==> config.mk <==
export PLATFORM = sky130hd
export DESIGN_NAME = mcsf_client
export DESIGN_NICKNAME = d
export VERILOG_FILES = /design/src/mcsf_pkg.sv /design/src/mcsf_client.sv
export SDC_FILE = /design/constraint.sdc
export NUM_CORES = 1
export LEC_CHECK = 0
export BUFFER_PORTS_ARGS = -buffer_cell sky130_fd_sc_hd__buf_4
export CORE_MARGIN = 4
export CORE_UTILIZATION = 58
export CTS_CLUSTER_DIAMETER = 120
export DETAILED_ROUTE_END_ITERATION = 7
export PLACE_DENSITY = 0.79
export SLEW_MARGIN = 20
export SYNTH_ARGS = -nofsm -noshare
export SYNTH_HDL_FRONTEND = slang
export SYNTH_SLANG_ARGS = --single-unit
==> constraint.sdc <==
create_clock -name ref_clk -period 22.6 [get_ports ref_clk]
set_input_delay 2.26 -clock ref_clk [delete_from_list [all_inputs] [get_ports ref_clk]]
set_output_delay 2.26 -clock ref_clk [all_outputs]
set_load 0.01 [all_outputs]
==> src/mcsf_pkg.sv <==
// shared constants and carrier types of the mac client block
package mcsf_pkg;
   // register port
   localparam int unsigned ADDR_W = 4;
   localparam logic [ADDR_W-1:0] REG_CTRL = 4'h0;
   localparam logic [ADDR_W-1:0] REG_MAXLEN = 4'h4;
   localparam logic [ADDR_W-1:0] REG_REFRESH = 4'h8;
   localparam logic [ADDR_W-1:0] REG_STATUS = 4'hC;
   localparam int unsigned CTRL_TWO_BIT = 0;
   localparam int unsigned CTRL_PASSTHRU = 1;
   localparam int unsigned STATUS_BUSY = 8;
   localparam logic [15:0] MAXLEN_RST = 16'h05EE;
   localparam logic [15:0] REFRESH_RST = 16'h0FFF;
   // frame check arithmetic
   localparam logic [31:0] CRC_INIT = 32'hFFFFFFFF;
   localparam logic [31:0] CRC_POLY = 32'hEDB88320;
   localparam logic [31:0] CRC_RESID = 32'hDEBB20E3;
   localparam logic [15:0] LEN_TYPE_LIMIT = 16'h0600;
   localparam logic [15:0] HDR_FCS_BYTES = 16'h0012;
   localparam logic [3:0] FCS_BYTES = 4'h4;
   localparam logic [3:0] WORD_BYTES = 4'h8;
   localparam logic [3:0] STRIP_BASE = 4'hC;
   localparam logic [1:0] LEN_WORD = 2'h1;
   localparam int unsigned LEN_HI_LANE = 4;
   localparam int unsigned LEN_LO_LANE = 5;
   // error vector positions
   localparam int unsigned RXE_LEN = 4;
   localparam int unsigned RXE_OVER = 3;
   localparam int unsigned RXE_CRC = 1;
   localparam int unsigned RXE_MALF = 0;
   localparam int unsigned TXE_LEN = 2;
   localparam int unsigned TXE_OVER = 1;
   // one finished transmit frame, frame kind bits in status order
   typedef struct packed {
      logic pfc;
      logic unicast;
      logic multicast;
      logic broadcast;
      logic pause;
      logic control;
      logic vlan;
      logic stacked_vlan;
      logic [15:0] frame_len;
      logic [15:0] payload_len;
      logic len_err;
      logic oversize;
   } mcsf_tx_info_t;
   // decoded receive word in line order, byte 0 in bits 7:0
   typedef struct packed {
      logic valid;
      logic sof;
      logic eof;
      logic bad_term;
      logic [3:0] nbytes;
      logic [63:0] data;
   } mcsf_rx_line_t;
   // client receive stream
   typedef struct packed {
      logic rx_word_valid;
      logic rx_frame_start_marker;
      logic rx_frame_end_marker;
      logic [2:0] rx_unused_byte_count;
      logic [5:0] rx_frame_error_vector;
      logic [63:0] rx_client_word;
   } mcsf_rx_stream_t;
endpackage

==> src/mcsf_client.sv <==
// mac client logic: tx status, flow control requests, rx stream
// What this block does
// - tx status top byte flags frame kind
// - tx status bits 31:16 give frame length
// - tx status low half gives payload length
// - tx error vector: bit2 length, bit1 oversize
// - one request bit per queue, one to eight
// - one-bit mode ignores the high request input
// - one-bit: rise xoff, held xoff, fall xon
// - two-bit: 00 stop, 01 xon, 10 xoff, 11 never
// - rx words 64 bits, all on one clock
// - rx clock stable whenever coding layer ready
// - earliest received byte in highest lane
// - valid continuous through packet without fec
// - start marker on first byte's cycle
// - end marker before check, or last check byte
// - unused low lanes counted at end marker
// - rx error vector meaningful only at end
// - oversize when frame exceeds programmed maximum
// - error bit 1 on check value mismatch
// - bad terminate sets malformed and check error
// - bits 4 length, 3 oversize, 1 check, 0 malformed
module mcsf_client
   import mcsf_pkg::*;
#(
   parameter int unsigned FLOW_QUEUE_COUNT = 1
) (
   // clock, reset, enable
   input wire logic ref_clk,
   input wire logic rst,
   input wire logic ce,
   // register port
   input wire logic [ADDR_W-1:0] reg_addr,
   input wire logic [31:0] reg_wdata,
   input wire logic reg_wr,
   input wire logic reg_rd,
   output logic [31:0] reg_rdata,
   // transmit status from the tx mac
   input wire logic tx_info_valid,
   input wire mcsf_tx_info_t tx_info,
   output logic [39:0] tx_frame_status_word,
   output logic [6:0] tx_frame_error_vector,
   // flow control requests and pause generator strobes
   input wire logic [FLOW_QUEUE_COUNT-1:0] flow_ctrl_request_low,
   input wire logic [FLOW_QUEUE_COUNT-1:0] flow_ctrl_request_high,
   output logic [FLOW_QUEUE_COUNT-1:0] fc_xoff_pulse,
   output logic [FLOW_QUEUE_COUNT-1:0] fc_xon_pulse,
   // receive line side and client stream
   input wire mcsf_rx_line_t rx_line,
   output mcsf_rx_stream_t rx_stream
);

   localparam int unsigned FQ = FLOW_QUEUE_COUNT;

   generate
      if (FQ < 1 || FQ > 8) begin : g_bad_fq
         $error("flow queue count must be 1 to 8");
      end
   endgenerate

   function automatic logic [31:0] crc_upd(input logic [31:0] c,
                                           input logic [63:0] d,
                                           input logic [3:0] n);
      logic [31:0] r;
      logic fb;
      r = c;
      fb = 1'b0;
      for (int i = 0; i < 8; i++) begin
         if (4'(i) < n) begin
            for (int j = 0; j < 8; j++) begin
               fb = r[0] ^ d[8*i+j];
               r = (r >> 1) ^ (fb ? CRC_POLY : 32'h00000000);
            end
         end
      end
      return r;
   endfunction

   function automatic logic [63:0] rev(input logic [63:0] d);
      logic [63:0] r;
      r = 64'h0000000000000000;
      for (int i = 0; i < 8; i++) begin
         r[8*i+:8] = d[8*(7-i)+:8];
      end
      return r;
   endfunction

   // control registers
   logic two_bit_ff;
   logic passthru_ff;
   logic [15:0] maxlen_ff;
   logic [15:0] refresh_ff;
   logic [31:0] rdata_ff;
   // flow control state
   logic [FQ-1:0] prev_low_ff;
   logic [FQ-1:0] prev_high_ff;
   logic [FQ-1:0] act_ff;
   logic [FQ-1:0] xoff_ff;
   logic [FQ-1:0] xon_ff;
   logic [15:0] rf_cnt_ff;
   logic rf_hit;
   // tx status
   logic [39:0] tx_status_ff;
   logic [6:0] tx_err_ff;
   // rx state
   logic [31:0] crc_ff;
   logic [15:0] cnt_ff;
   logic [15:0] len_ff;
   logic [1:0] widx_ff;
   logic rx_busy_ff;
   logic hold_vld_ff;
   logic hold_sof_ff;
   logic hold_end_ff;
   logic [2:0] hold_empty_ff;
   logic [5:0] hold_err_ff;
   logic [63:0] hold_data_ff;
   mcsf_rx_stream_t rx_out_ff;
   // rx next values
   logic [31:0] nxt_crc;
   logic [15:0] nxt_cnt;
   logic [5:0] nxt_err;
   logic strip;
   logic emit;

   assign reg_rdata = rdata_ff;
   assign tx_frame_status_word = tx_status_ff;
   assign tx_frame_error_vector = tx_err_ff;
   assign fc_xoff_pulse = xoff_ff;
   assign fc_xon_pulse = xon_ff;
   assign rx_stream = rx_out_ff;

   // register writes
   always_ff @(posedge ref_clk) begin
      if (rst) begin
         two_bit_ff <= 1'b0;
         passthru_ff <= 1'b0;
         maxlen_ff <= MAXLEN_RST;
         refresh_ff <= REFRESH_RST;
      end else if (ce && reg_wr) begin
         case (reg_addr)
            REG_CTRL: begin
               two_bit_ff <= reg_wdata[CTRL_TWO_BIT];
               passthru_ff <= reg_wdata[CTRL_PASSTHRU];
            end
            REG_MAXLEN: maxlen_ff <= reg_wdata[15:0];
            REG_REFRESH: refresh_ff <= reg_wdata[15:0];
            default: ;
         endcase
      end
   end

   // register reads, data only in the cycle after the strobe
   always_ff @(posedge ref_clk) begin
      if (rst) begin
         rdata_ff <= 32'h00000000;
      end else if (ce) begin
         rdata_ff <= 32'h00000000;
         if (reg_rd) begin
            case (reg_addr)
               REG_CTRL: rdata_ff <= 32'({passthru_ff, two_bit_ff});
               REG_MAXLEN: rdata_ff <= 32'(maxlen_ff);
               REG_REFRESH: rdata_ff <= 32'(refresh_ff);
               REG_STATUS: begin
                  rdata_ff <= 32'(act_ff) |
                              (32'(rx_busy_ff) << STATUS_BUSY);
               end
               default: rdata_ff <= 32'h00000000;
            endcase
         end
      end
   end

   // transmit status capture
   always_ff @(posedge ref_clk) begin
      if (rst) begin
         tx_status_ff <= 40'h0000000000;
         tx_err_ff <= 7'h00;
      end else if (ce && tx_info_valid) begin
         tx_status_ff <= {tx_info.pfc, tx_info.unicast,
                          tx_info.multicast, tx_info.broadcast,
                          tx_info.pause, tx_info.control,
                          tx_info.vlan, tx_info.stacked_vlan,
                          tx_info.frame_len,
                          tx_info.payload_len};
         tx_err_ff <= 7'h00;
         tx_err_ff[TXE_LEN] <= tx_info.len_err;
         tx_err_ff[TXE_OVER] <= tx_info.oversize;
      end
   end

   // xoff refresh timer, shared by all queues
   assign rf_hit = (rf_cnt_ff == 16'h0000);

   always_ff @(posedge ref_clk) begin
      if (rst) begin
         rf_cnt_ff <= REFRESH_RST;
      end else if (ce) begin
         rf_cnt_ff <= rf_hit ? refresh_ff : rf_cnt_ff - 16'h0001;
      end
   end

   // flow control request decode
   always_ff @(posedge ref_clk) begin
      logic [1:0] code;
      logic [1:0] pcode;
      logic nact;
      logic xon;
      logic xoff;
      if (rst) begin
         prev_low_ff <= '0;
         prev_high_ff <= '0;
         act_ff <= '0;
         xoff_ff <= '0;
         xon_ff <= '0;
      end else if (ce) begin
         for (int q = 0; q < FQ; q++) begin
            nact = act_ff[q];
            xon = 1'b0;
            xoff = 1'b0;
            code = {flow_ctrl_request_high[q],
                    flow_ctrl_request_low[q]};
            pcode = {prev_high_ff[q], prev_low_ff[q]};
            if (!two_bit_ff) begin
               // high input is never looked at here
               nact = flow_ctrl_request_low[q];
               xoff = flow_ctrl_request_low[q] & ~prev_low_ff[q];
               xon = ~flow_ctrl_request_low[q] & prev_low_ff[q];
            end else begin
               case (code)
                  2'b10: begin
                     nact = 1'b1;
                     xoff = (code != pcode);
                  end
                  2'b01: begin
                     nact = 1'b0;
                     xon = (code != pcode);
                  end
                  2'b00: nact = 1'b0;
                  // invalid code: keep state rather than guess
                  default: nact = act_ff[q];
               endcase
            end
            // held xoff keeps asking at the refresh interval
            xoff = xoff | (rf_hit & nact & act_ff[q]);
            act_ff[q] <= nact;
            xoff_ff[q] <= xoff;
            xon_ff[q] <= xon;
         end
         prev_low_ff <= flow_ctrl_request_low;
         prev_high_ff <= flow_ctrl_request_high;
      end
   end

   // end-of-frame checks on the incoming word
   always_comb begin
      nxt_crc = crc_upd(rx_line.sof ? CRC_INIT : crc_ff,
                        rx_line.data, rx_line.nbytes);
      nxt_cnt = (rx_line.sof ? 16'h0000 : cnt_ff) +
                {12'h000, rx_line.nbytes};
      nxt_err = 6'h00;
      nxt_err[RXE_CRC] = (nxt_crc != CRC_RESID);
      if (rx_line.bad_term) begin
         nxt_err[RXE_MALF] = 1'b1;
         nxt_err[RXE_CRC] = 1'b1;
      end
      nxt_err[RXE_OVER] = (nxt_cnt > maxlen_ff);
      nxt_err[RXE_LEN] = (len_ff < LEN_TYPE_LIMIT) &&
                         (nxt_cnt < len_ff + HDR_FCS_BYTES);
      // word holds only check bytes: the end moves back one word
      strip = rx_line.valid && rx_line.eof && !passthru_ff &&
              (rx_line.nbytes <= FCS_BYTES);
      emit = hold_vld_ff && (rx_line.valid || hold_end_ff);
   end

   // frame accumulators; all rx logic on ref_clk, the one clock
   always_ff @(posedge ref_clk) begin
      if (rst) begin
         crc_ff <= CRC_INIT;
         cnt_ff <= 16'h0000;
         len_ff <= 16'hFFFF;
         widx_ff <= 2'h0;
         rx_busy_ff <= 1'b0;
      end else if (ce && rx_line.valid) begin
         crc_ff <= nxt_crc;
         cnt_ff <= nxt_cnt;
         if (rx_line.sof) begin
            widx_ff <= LEN_WORD;
            len_ff <= 16'hFFFF;
         end else if (widx_ff == LEN_WORD) begin
            widx_ff <= widx_ff + 2'h1;
            len_ff <= {rx_line.data[8*LEN_HI_LANE+:8],
                       rx_line.data[8*LEN_LO_LANE+:8]};
         end
         rx_busy_ff <= !rx_line.eof;
      end
   end

   // one-word hold so the end marker can move back past the check
   always_ff @(posedge ref_clk) begin
      if (rst) begin
         hold_vld_ff <= 1'b0;
         hold_sof_ff <= 1'b0;
         hold_end_ff <= 1'b0;
         hold_empty_ff <= 3'h0;
         hold_err_ff <= 6'h00;
         hold_data_ff <= 64'h0000000000000000;
      end else if (ce) begin
         if (rx_line.valid && !strip) begin
            hold_vld_ff <= 1'b1;
            hold_data_ff <= rev(rx_line.data);
            hold_sof_ff <= rx_line.sof;
            hold_end_ff <= rx_line.eof;
            hold_err_ff <= rx_line.eof ? nxt_err : 6'h00;
            hold_empty_ff <= passthru_ff ?
                             3'(WORD_BYTES - rx_line.nbytes) :
                             3'(STRIP_BASE - rx_line.nbytes);
         end else if (strip || hold_end_ff) begin
            hold_vld_ff <= 1'b0;
            hold_end_ff <= 1'b0;
         end
      end
   end

   // client stream output; no backpressure, every word is final
   always_ff @(posedge ref_clk) begin
      if (rst) begin
         rx_out_ff <= '0;
      end else if (ce) begin
         rx_out_ff.rx_word_valid <= emit;
         rx_out_ff.rx_frame_start_marker <= emit && hold_sof_ff;
         rx_out_ff.rx_frame_end_marker <= emit &&
                                          (hold_end_ff || strip);
         rx_out_ff.rx_client_word <= hold_data_ff;
         if (emit && hold_end_ff) begin
            rx_out_ff.rx_unused_byte_count <= hold_empty_ff;
            rx_out_ff.rx_frame_error_vector <= hold_err_ff;
         end else if (emit && strip) begin
            rx_out_ff.rx_unused_byte_count <=
               3'(FCS_BYTES - rx_line.nbytes);
            rx_out_ff.rx_frame_error_vector <= nxt_err;
         end else begin
            rx_out_ff.rx_unused_byte_count <= 3'h0;
            rx_out_ff.rx_frame_error_vector <= 6'h00;
         end
      end
   end
endmodule

==> flow_summary.json, run 1 <==
{
  "netlist_area_um2": 27900,
  "clk_latency_ns": 0.56,
  "worst_path_max_delay_cell": "or4_1",
  "hp-class": "flop to flop",
  "hold_viol": 0,
  "wl_per_cell_um": 20.5,
  "fp-row-count": 80,
  "cp.arrival_ns": 14.85,
  "crit_required_ns": 23.03,
  "rsz0062_at_grt": "false",
  "synth.most_common_cell": "nand2_1",
  "io_buffers": 275,
  "fin_crit_sh": 0.638,
  "start_util": 0.585,
  "clk_pin_slew_worst_paths_ns": 0.06,
  "netlist.area_leader.share": 0.236,
  "post_cts_resized": 0,
  "postCtsSetupRepairBufs": 0,
  "crit_buf_inv": 3,
  "setup_tns_ns": 0,
  "place_area_um2": 29900,
  "areaGrowthSynthToFinish_pct": 11.7,
  "vias": 25300,
  "ys_seq_area_frac": 0.236,
  "slew_viol_final": 0,
  "ioPinCount": 315,
  "syn_inst": 3388,
  "core_area_um2": 47600,
  "synthTopCellsByArea": "dfxtp_1 (24%), xnor2_1 (9.6%), nand2_1 (6.5%), xnor3_1 (6.3%), mux2i_1 (6.0%)",
  "ys_seq_elements": 328,
  "tightest_slew_ns": 1.06,
  "yosys_warnings": 0,
  "setup_viol": 0,
  "grt_overflow": 0,
  "start_kind": "input port",
  "hpwl_mm": 63.6,
  "grt_pass1_vias": 22700,
  "synth_area_leader_cell": "dfxtp_1",
  "post-route-min-period_ns": 14.41,
  "synth_area_per_cell_um2": 8.22,
  "die_h_um": 227,
  "track_usage": 0.315,
  "relSlewSlack": 0.294,
  "cts_buffers": 37,
  "final_layout_size_suffix_gt1_frac": 0.146,
  "grt_pass1_wl_mm": 130,
  "cts_tree": "yes",
  "antenna_found_initial": 0,
  "path_delay_family": "XOR/XNOR gates",
  "timing.final.ws_setup_ns": 8.19,
  "synth_edf_count": 0,
  "drt_wl_total_mm": 85.2,
  "post-place-ws_ns": 7.89,
  "dieArea_um2": 51600,
  "cts.path.max_buffers": 3,
  "synthFlopType": "dfxtp_1",
  "cts_root_buf": "clkbuf_16",
  "drc_errors": 0,
  "synth_common_cells": "nand2_1 (483), nor2_1 (351), dfxtp_1 (328)",
  "ant_nets": 0,
  "firstDrtPassIters": 6,
  "fin_hold_ws_ns": 0.450,
  "fin_nets": 3716,
  "grt_max_degree": 100,
  "timing.fmax_ghz": 0.0694,
  "crit_top_cell": "xnor3_1",
  "fin_area_um2": 31100,
  "cts_hold_buf": 0,
  "async_flop_share": 0,
  "clock_sinks": 328,
  "critical_path_class": "input port to flop",
  "fp.dieW_um": 227,
  "max-cap-violations": 0,
  "htreeDepth": 2,
  "crit_path_end_kind": "flop",
  "skew_ns": 0.0319,
  "gp_congestion": 0.987,
  "drtIter0Drc": 2620,
  "status": "finished, final reports clean",
  "via_per_inst": 6.08,
  "synth_cell_types": 116,
  "crit_path_max_fanout": 53,
  "slowest_delay_ns": 0.80
}
per-stage QoR:
stage / cells / util
floorplan: 3410 / -
global placement: 4090 / 0.627
detailed placement: 4090 / 0.627
CTS: 4155 / 0.653
global route: 4155 / 0.653
finish: 4156 / 0.653
cells in the final DEF (no fill, tap or decap), types with 10 or more instances in the layout:
master and n:
nor4_1 24, o21a_1 15, xnor2_4 13, a211oi_1 42, dfxtp_1 328, mux2_2 16, nand2_1 480, a31oi_1 15
inv_1 56, o21ai_1 15, ha_1 43, a211o_1 16, o211a_1 10, xor2_1 125, o2111ai_1 13, nor3_1 96
and3_1 26, nand2b_1 16, o22ai_1 12, a2111oi_0 11, a22oi_1 17, a21o_1 13, buf_4 308, nand3_1 55
o211ai_1 44, xnor2_1 306, a21oi_1 275, nand4_1 19, nor2_1 348, or3_1 40, o21ai_0 116, xnor2_2 12
and2_1 22, clkbuf_16 37, conb_1 23, mux2i_1 166, nor2b_1 21, xor3_1 15, xnor3_1 78
per-layer routing:
layer	routed length, um	global-route usage	up-vias
met2	37300	0.483	1218
li1	-	-	12100
met1	36000	0.443	11800
met4	3970	0.128	0
met5	0	0	-
met3	7810	0.0539	194
state kept, by name, summed over array words and instances (netlist names), 32 cells and up:
| register | count |
|---|---|
| rx_stream | 74 |
| hold_data_ff | 64 |
| tx_frame_status_word | 40 |
| crc_ff | 32 |
layout make-up:
type	instances	area, um2
multi-input cells	2780	20000
fillers	4116	16500
flip-flops and latches	328	6570
repair buffers	309	2330
clock buffers	48	1040
well taps	615	769
inverters	58	218
clock inverters	17	200
diodes	1	2.50
worst register-to-register path: cells and delay by family (launching register included):
kind	cells	cell delay [ns]
mux	2	0.56
simple gates	7	3.29
compound gates	9	2.61
flops	1	0.79
xor+xnor	13	5.06
cells by family (layout without fill, tap and decap cells):
| logic type | Yosys count | in the layout | share of synthesized area |
|---|---|---|---|
| simple gates | 1222 | 1222 | 0.200 |
| compound gates | 731 | 731 | 0.173 |
| xor+xnor | 569 | 569 | 0.247 |
| flops | 328 | 328 | 0.236 |
| buf+inv | 302 | 432 | 0.0517 |
| mux | 191 | 191 | 0.0719 |
| fa+ha+maj | 44 | 44 | 0.0200 |
| other cells | 1 | 24 | 0.000135 |
final timing paths:
| kind | from | endpoint | slack [ns] | cells after the start |
|---|---|---|---|---|
| setup / recovery | rx_line[65] | rx_stream[65] | 8.19 | 35 |
| setup reg to reg | crc_ff[3] | rx_stream[65] | 10.13 | 31 |
| hold reg to reg | cnt_ff[1] | cnt_ff[1] | 0.45 | 2 |
| hold / removal | cnt_ff[1] | cnt_ff[1] | 0.45 | 2 |
Power of run 1 is left out: the tool's default activity adds up to more than one toggle a clock period on the data nets, which glitch-free logic cannot reach.
==> run 2, diff against run 1 <==
--- a/config.mk
+++ b/config.mk
@@ -5,6 +5,7 @@
 export SDC_FILE = /design/constraint.sdc
 export NUM_CORES = 1
 export LEC_CHECK = 0
+export ABC_AREA = 1
 export BUFFER_PORTS_ARGS = -buffer_cell sky130_fd_sc_hd__buf_4
 export CORE_MARGIN = 4
 export CORE_UTILIZATION = 58
==> constraint.sdc (replaced) <==
create_clock -name ref_clk -period 14.79 [get_ports ref_clk]
set_input_delay 1.479 -clock ref_clk [delete_from_list [all_inputs] [get_ports ref_clk]]
set_output_delay 1.479 -clock ref_clk [all_outputs]
set_load 0.01 [all_outputs]
==> run 2 against run 1 <==
  * Synthesized area grew 3.3%
  * Via count grew 38%
  * Count of clock-buffer cells in the layout grew 5
  * Core utilization grew 0.67 points
  * Final area grew 3.8%
  * Worst setup slack lost 4.0 ns
  * Die area grew 3.2%
  * Non-clock buffer count shrank 9
  * Critical path depth grew 30
  * Sequential share of layout area shrank 0.77 points
  * Final cell count grew 43%
  * Sequential cell count is the same
==> flow_summary.json, run 2 <==
{
  "setup_viol": 0,
  "synth_common_cells": "nand2_1 (1982), nand3_1 (768), nor2_1 (367)",
  "clock_sinks": 328,
  "rrSetupSlack_ns": 5.67,
  "slowest_delay_ns": 0.62,
  "htreeDepth": 2,
  "hp-class": "flop to flop",
  "gr-usage-met1": 0.538,
  "slew_viol_final": 0,
  "use_met2": 0.601,
  "hpwl_mm": 84.4,
  "largest_reg_flops": 74,
  "vias": 34800,
  "antenna_cells": 0,
  "critical_path_class": "input port to flop",
  "cts.path.max_buffers": 3,
  "crit_top_cell": "nand2_1",
  "ioPinCount": 315,
  "timing.fmax_ghz": 0.0940,
  "worstRegToRegCells": 62,
  "fin_crit_sh": 0.719,
  "drt_wl_total_mm": 110,
  "ys_seq_elements": 328,
  "start_kind": "input port",
  "max-cap-violations": 0,
  "drtIter0Drc": 4722,
  "areaGrowthSynthToFinish_pct": 12.2,
  "dieArea_um2": 53200,
  "holdCritStartpoint": "cnt_ff[1]",
  "hold_viol": 0,
  "synth_cell_types": 56,
  "start_util": 0.588,
  "min_to": "cnt_ff[1]",
  "ant_nets": 0,
  "yosys_warnings": 0,
  "rsz0062_at_grt": "false",
  "cts_hold_buf": 0,
  "grt_overflow": 0,
  "drc_errors": 0,
  "ys_seq_area_frac": 0.228,
  "final_layout_size_suffix_gt1_frac": 0.125,
  "hold_depth": 2,
  "firstDrtPassIters": 8,
  "gp_congestion": 1.05,
  "postCtsSetupRepairBufs": 0,
  "antenna_found_initial": 0,
  "r2r_start": "crc_ff[2]",
  "fp-row-count": 81,
  "grt_max_degree": 135,
  "cts_tree": "yes",
  "cts_buffers": 38,
  "post-route-min-period_ns": 10.64,
  "relSlewSlack": 0.358,
  "grt_pass1_vias": 30200,
  "r2r-end": "hold_err_ff[1]",
  "crit_path_end_kind": "flop",
  "synth_edf_count": 0,
  "fp.dieW_um": 231,
  "fin_nets": 5474,
  "async_flop_share": 0,
  "path_delay_family": "simple AND/OR/NAND/NOR gates",
  "syn_inst": 5119,
  "track_usage": 0.393,
  "status": "finished, final reports clean",
  "cts_root_buf": "clkbuf_16",
  "final_cell_mix": "nand2_1 (1980), nand3_1 (768), nor2_1 (364), inv_1 (338), dfxtp_1 (328)",
  "tightest_slew_ns": 0.960,
  "via_per_inst": 5.84,
  "synthFlopType": "dfxtp_1",
  "skew_ns": 0.0317,
  "synth_area_leader_cell": "nand2_1",
  "die_h_um": 231,
  "setup_tns_ns": 0,
  "worst_path_max_delay_cell": "inv_2",
  "crit_buf_inv": 5,
  "fin_hold_ws_ns": 0.462,
  "wl_per_cell_um": 18.5,
  "crit_required_ns": 15.21,
  "synth_area_per_cell_um2": 5.62,
  "clk_latency_ns": 0.60,
  "core_area_um2": 49000,
  "io_buffers": 275,
  "cp.arrival_ns": 11.06,
  "layout_commonest_cell": "nand2_1",
  "clk_pin_slew_worst_paths_ns": 0.06,
  "crit_path_max_fanout": 45,
  "top_usage_layer": "met2",
  "netlist_area_um2": 28800,
  "post_cts_resized": 0,
  "synth.most_common_cell": "nand2_1",
  "netlist.area_leader.share": 0.258,
  "synthTopCellsByArea": "nand2_1 (26%), dfxtp_1 (23%), nand3_1 (13%), o21ai_0 (5.5%), nor2_1 (4.8%)",
  "grt_pass1_wl_mm": 168,
  "met3_usage": 0.0696
}
run 2: through the flow:
stage	cells	instance area (um2)	setup slack [ns]	util
floorplan	5141	28900	7.82	-
global placement	5895	31000	4.03	0.632
detailed placement	5895	31000	3.84	0.633
CTS	5961	32300	4.49	0.659
global route	5962	32300	3.26	0.660
finish	5962	32300	4.15	0.660
run 2: worst max-delay path by stage:
stage	from	end	slack, ns	depth (start not counted)
global placement	rx_line[67]	hold_err_ff[1]	4.03	65
global route	rx_line[67]	hold_err_ff[1]	3.26	65
finish	rx_line[67]	hold_err_ff[1]	4.15	65
detailed placement	rx_line[67]	hold_err_ff[1]	3.84	65
floorplan	rx_line[64]	rx_stream[65]	7.82	63
CTS	rx_line[67]	hold_err_ff[1]	4.49	65
run 2: worst reg2reg max path: cells and delay by family (launching register included):
kind	cells	cell delay, ns
flip-flops	1	0.31
buffers and inverters	1	0.08
AO/OA/AOI/OAI	2	0.28
AND/OR/NAND/NOR	59	8.29
run 2: cell type report:
cell class | count | area (um2)
Multi-Input combinational cell | 4224 | 19900
Fill cell | 4893 | 16700
Sequential cell | 328 | 6570
Timing Repair Buffer | 300 | 2260
Inverter | 380 | 1440
Clock buffer | 53 | 1090
Tap cell | 664 | 831
Clock inverter | 13 | 223
run 2: cell families after synthesis:
| kind of cell | synth area share |
|---|---|
| compound gates | 0.117 |
| xor+xnor | 0.0283 |
| fa+ha+maj | 0.0194 |
| buf+inv | 0.0848 |
| flops | 0.228 |
| other cells | 0.000130 |
| simple gates | 0.522 |
run 2: layer usage:
layer,part of all wire,routed length (um)
met3,0.12,13100
met2,0.42,46500
met5,0,0
met1,0.40,44400
met4,0.056,6150
Power of run 2 is left out for the same reason.
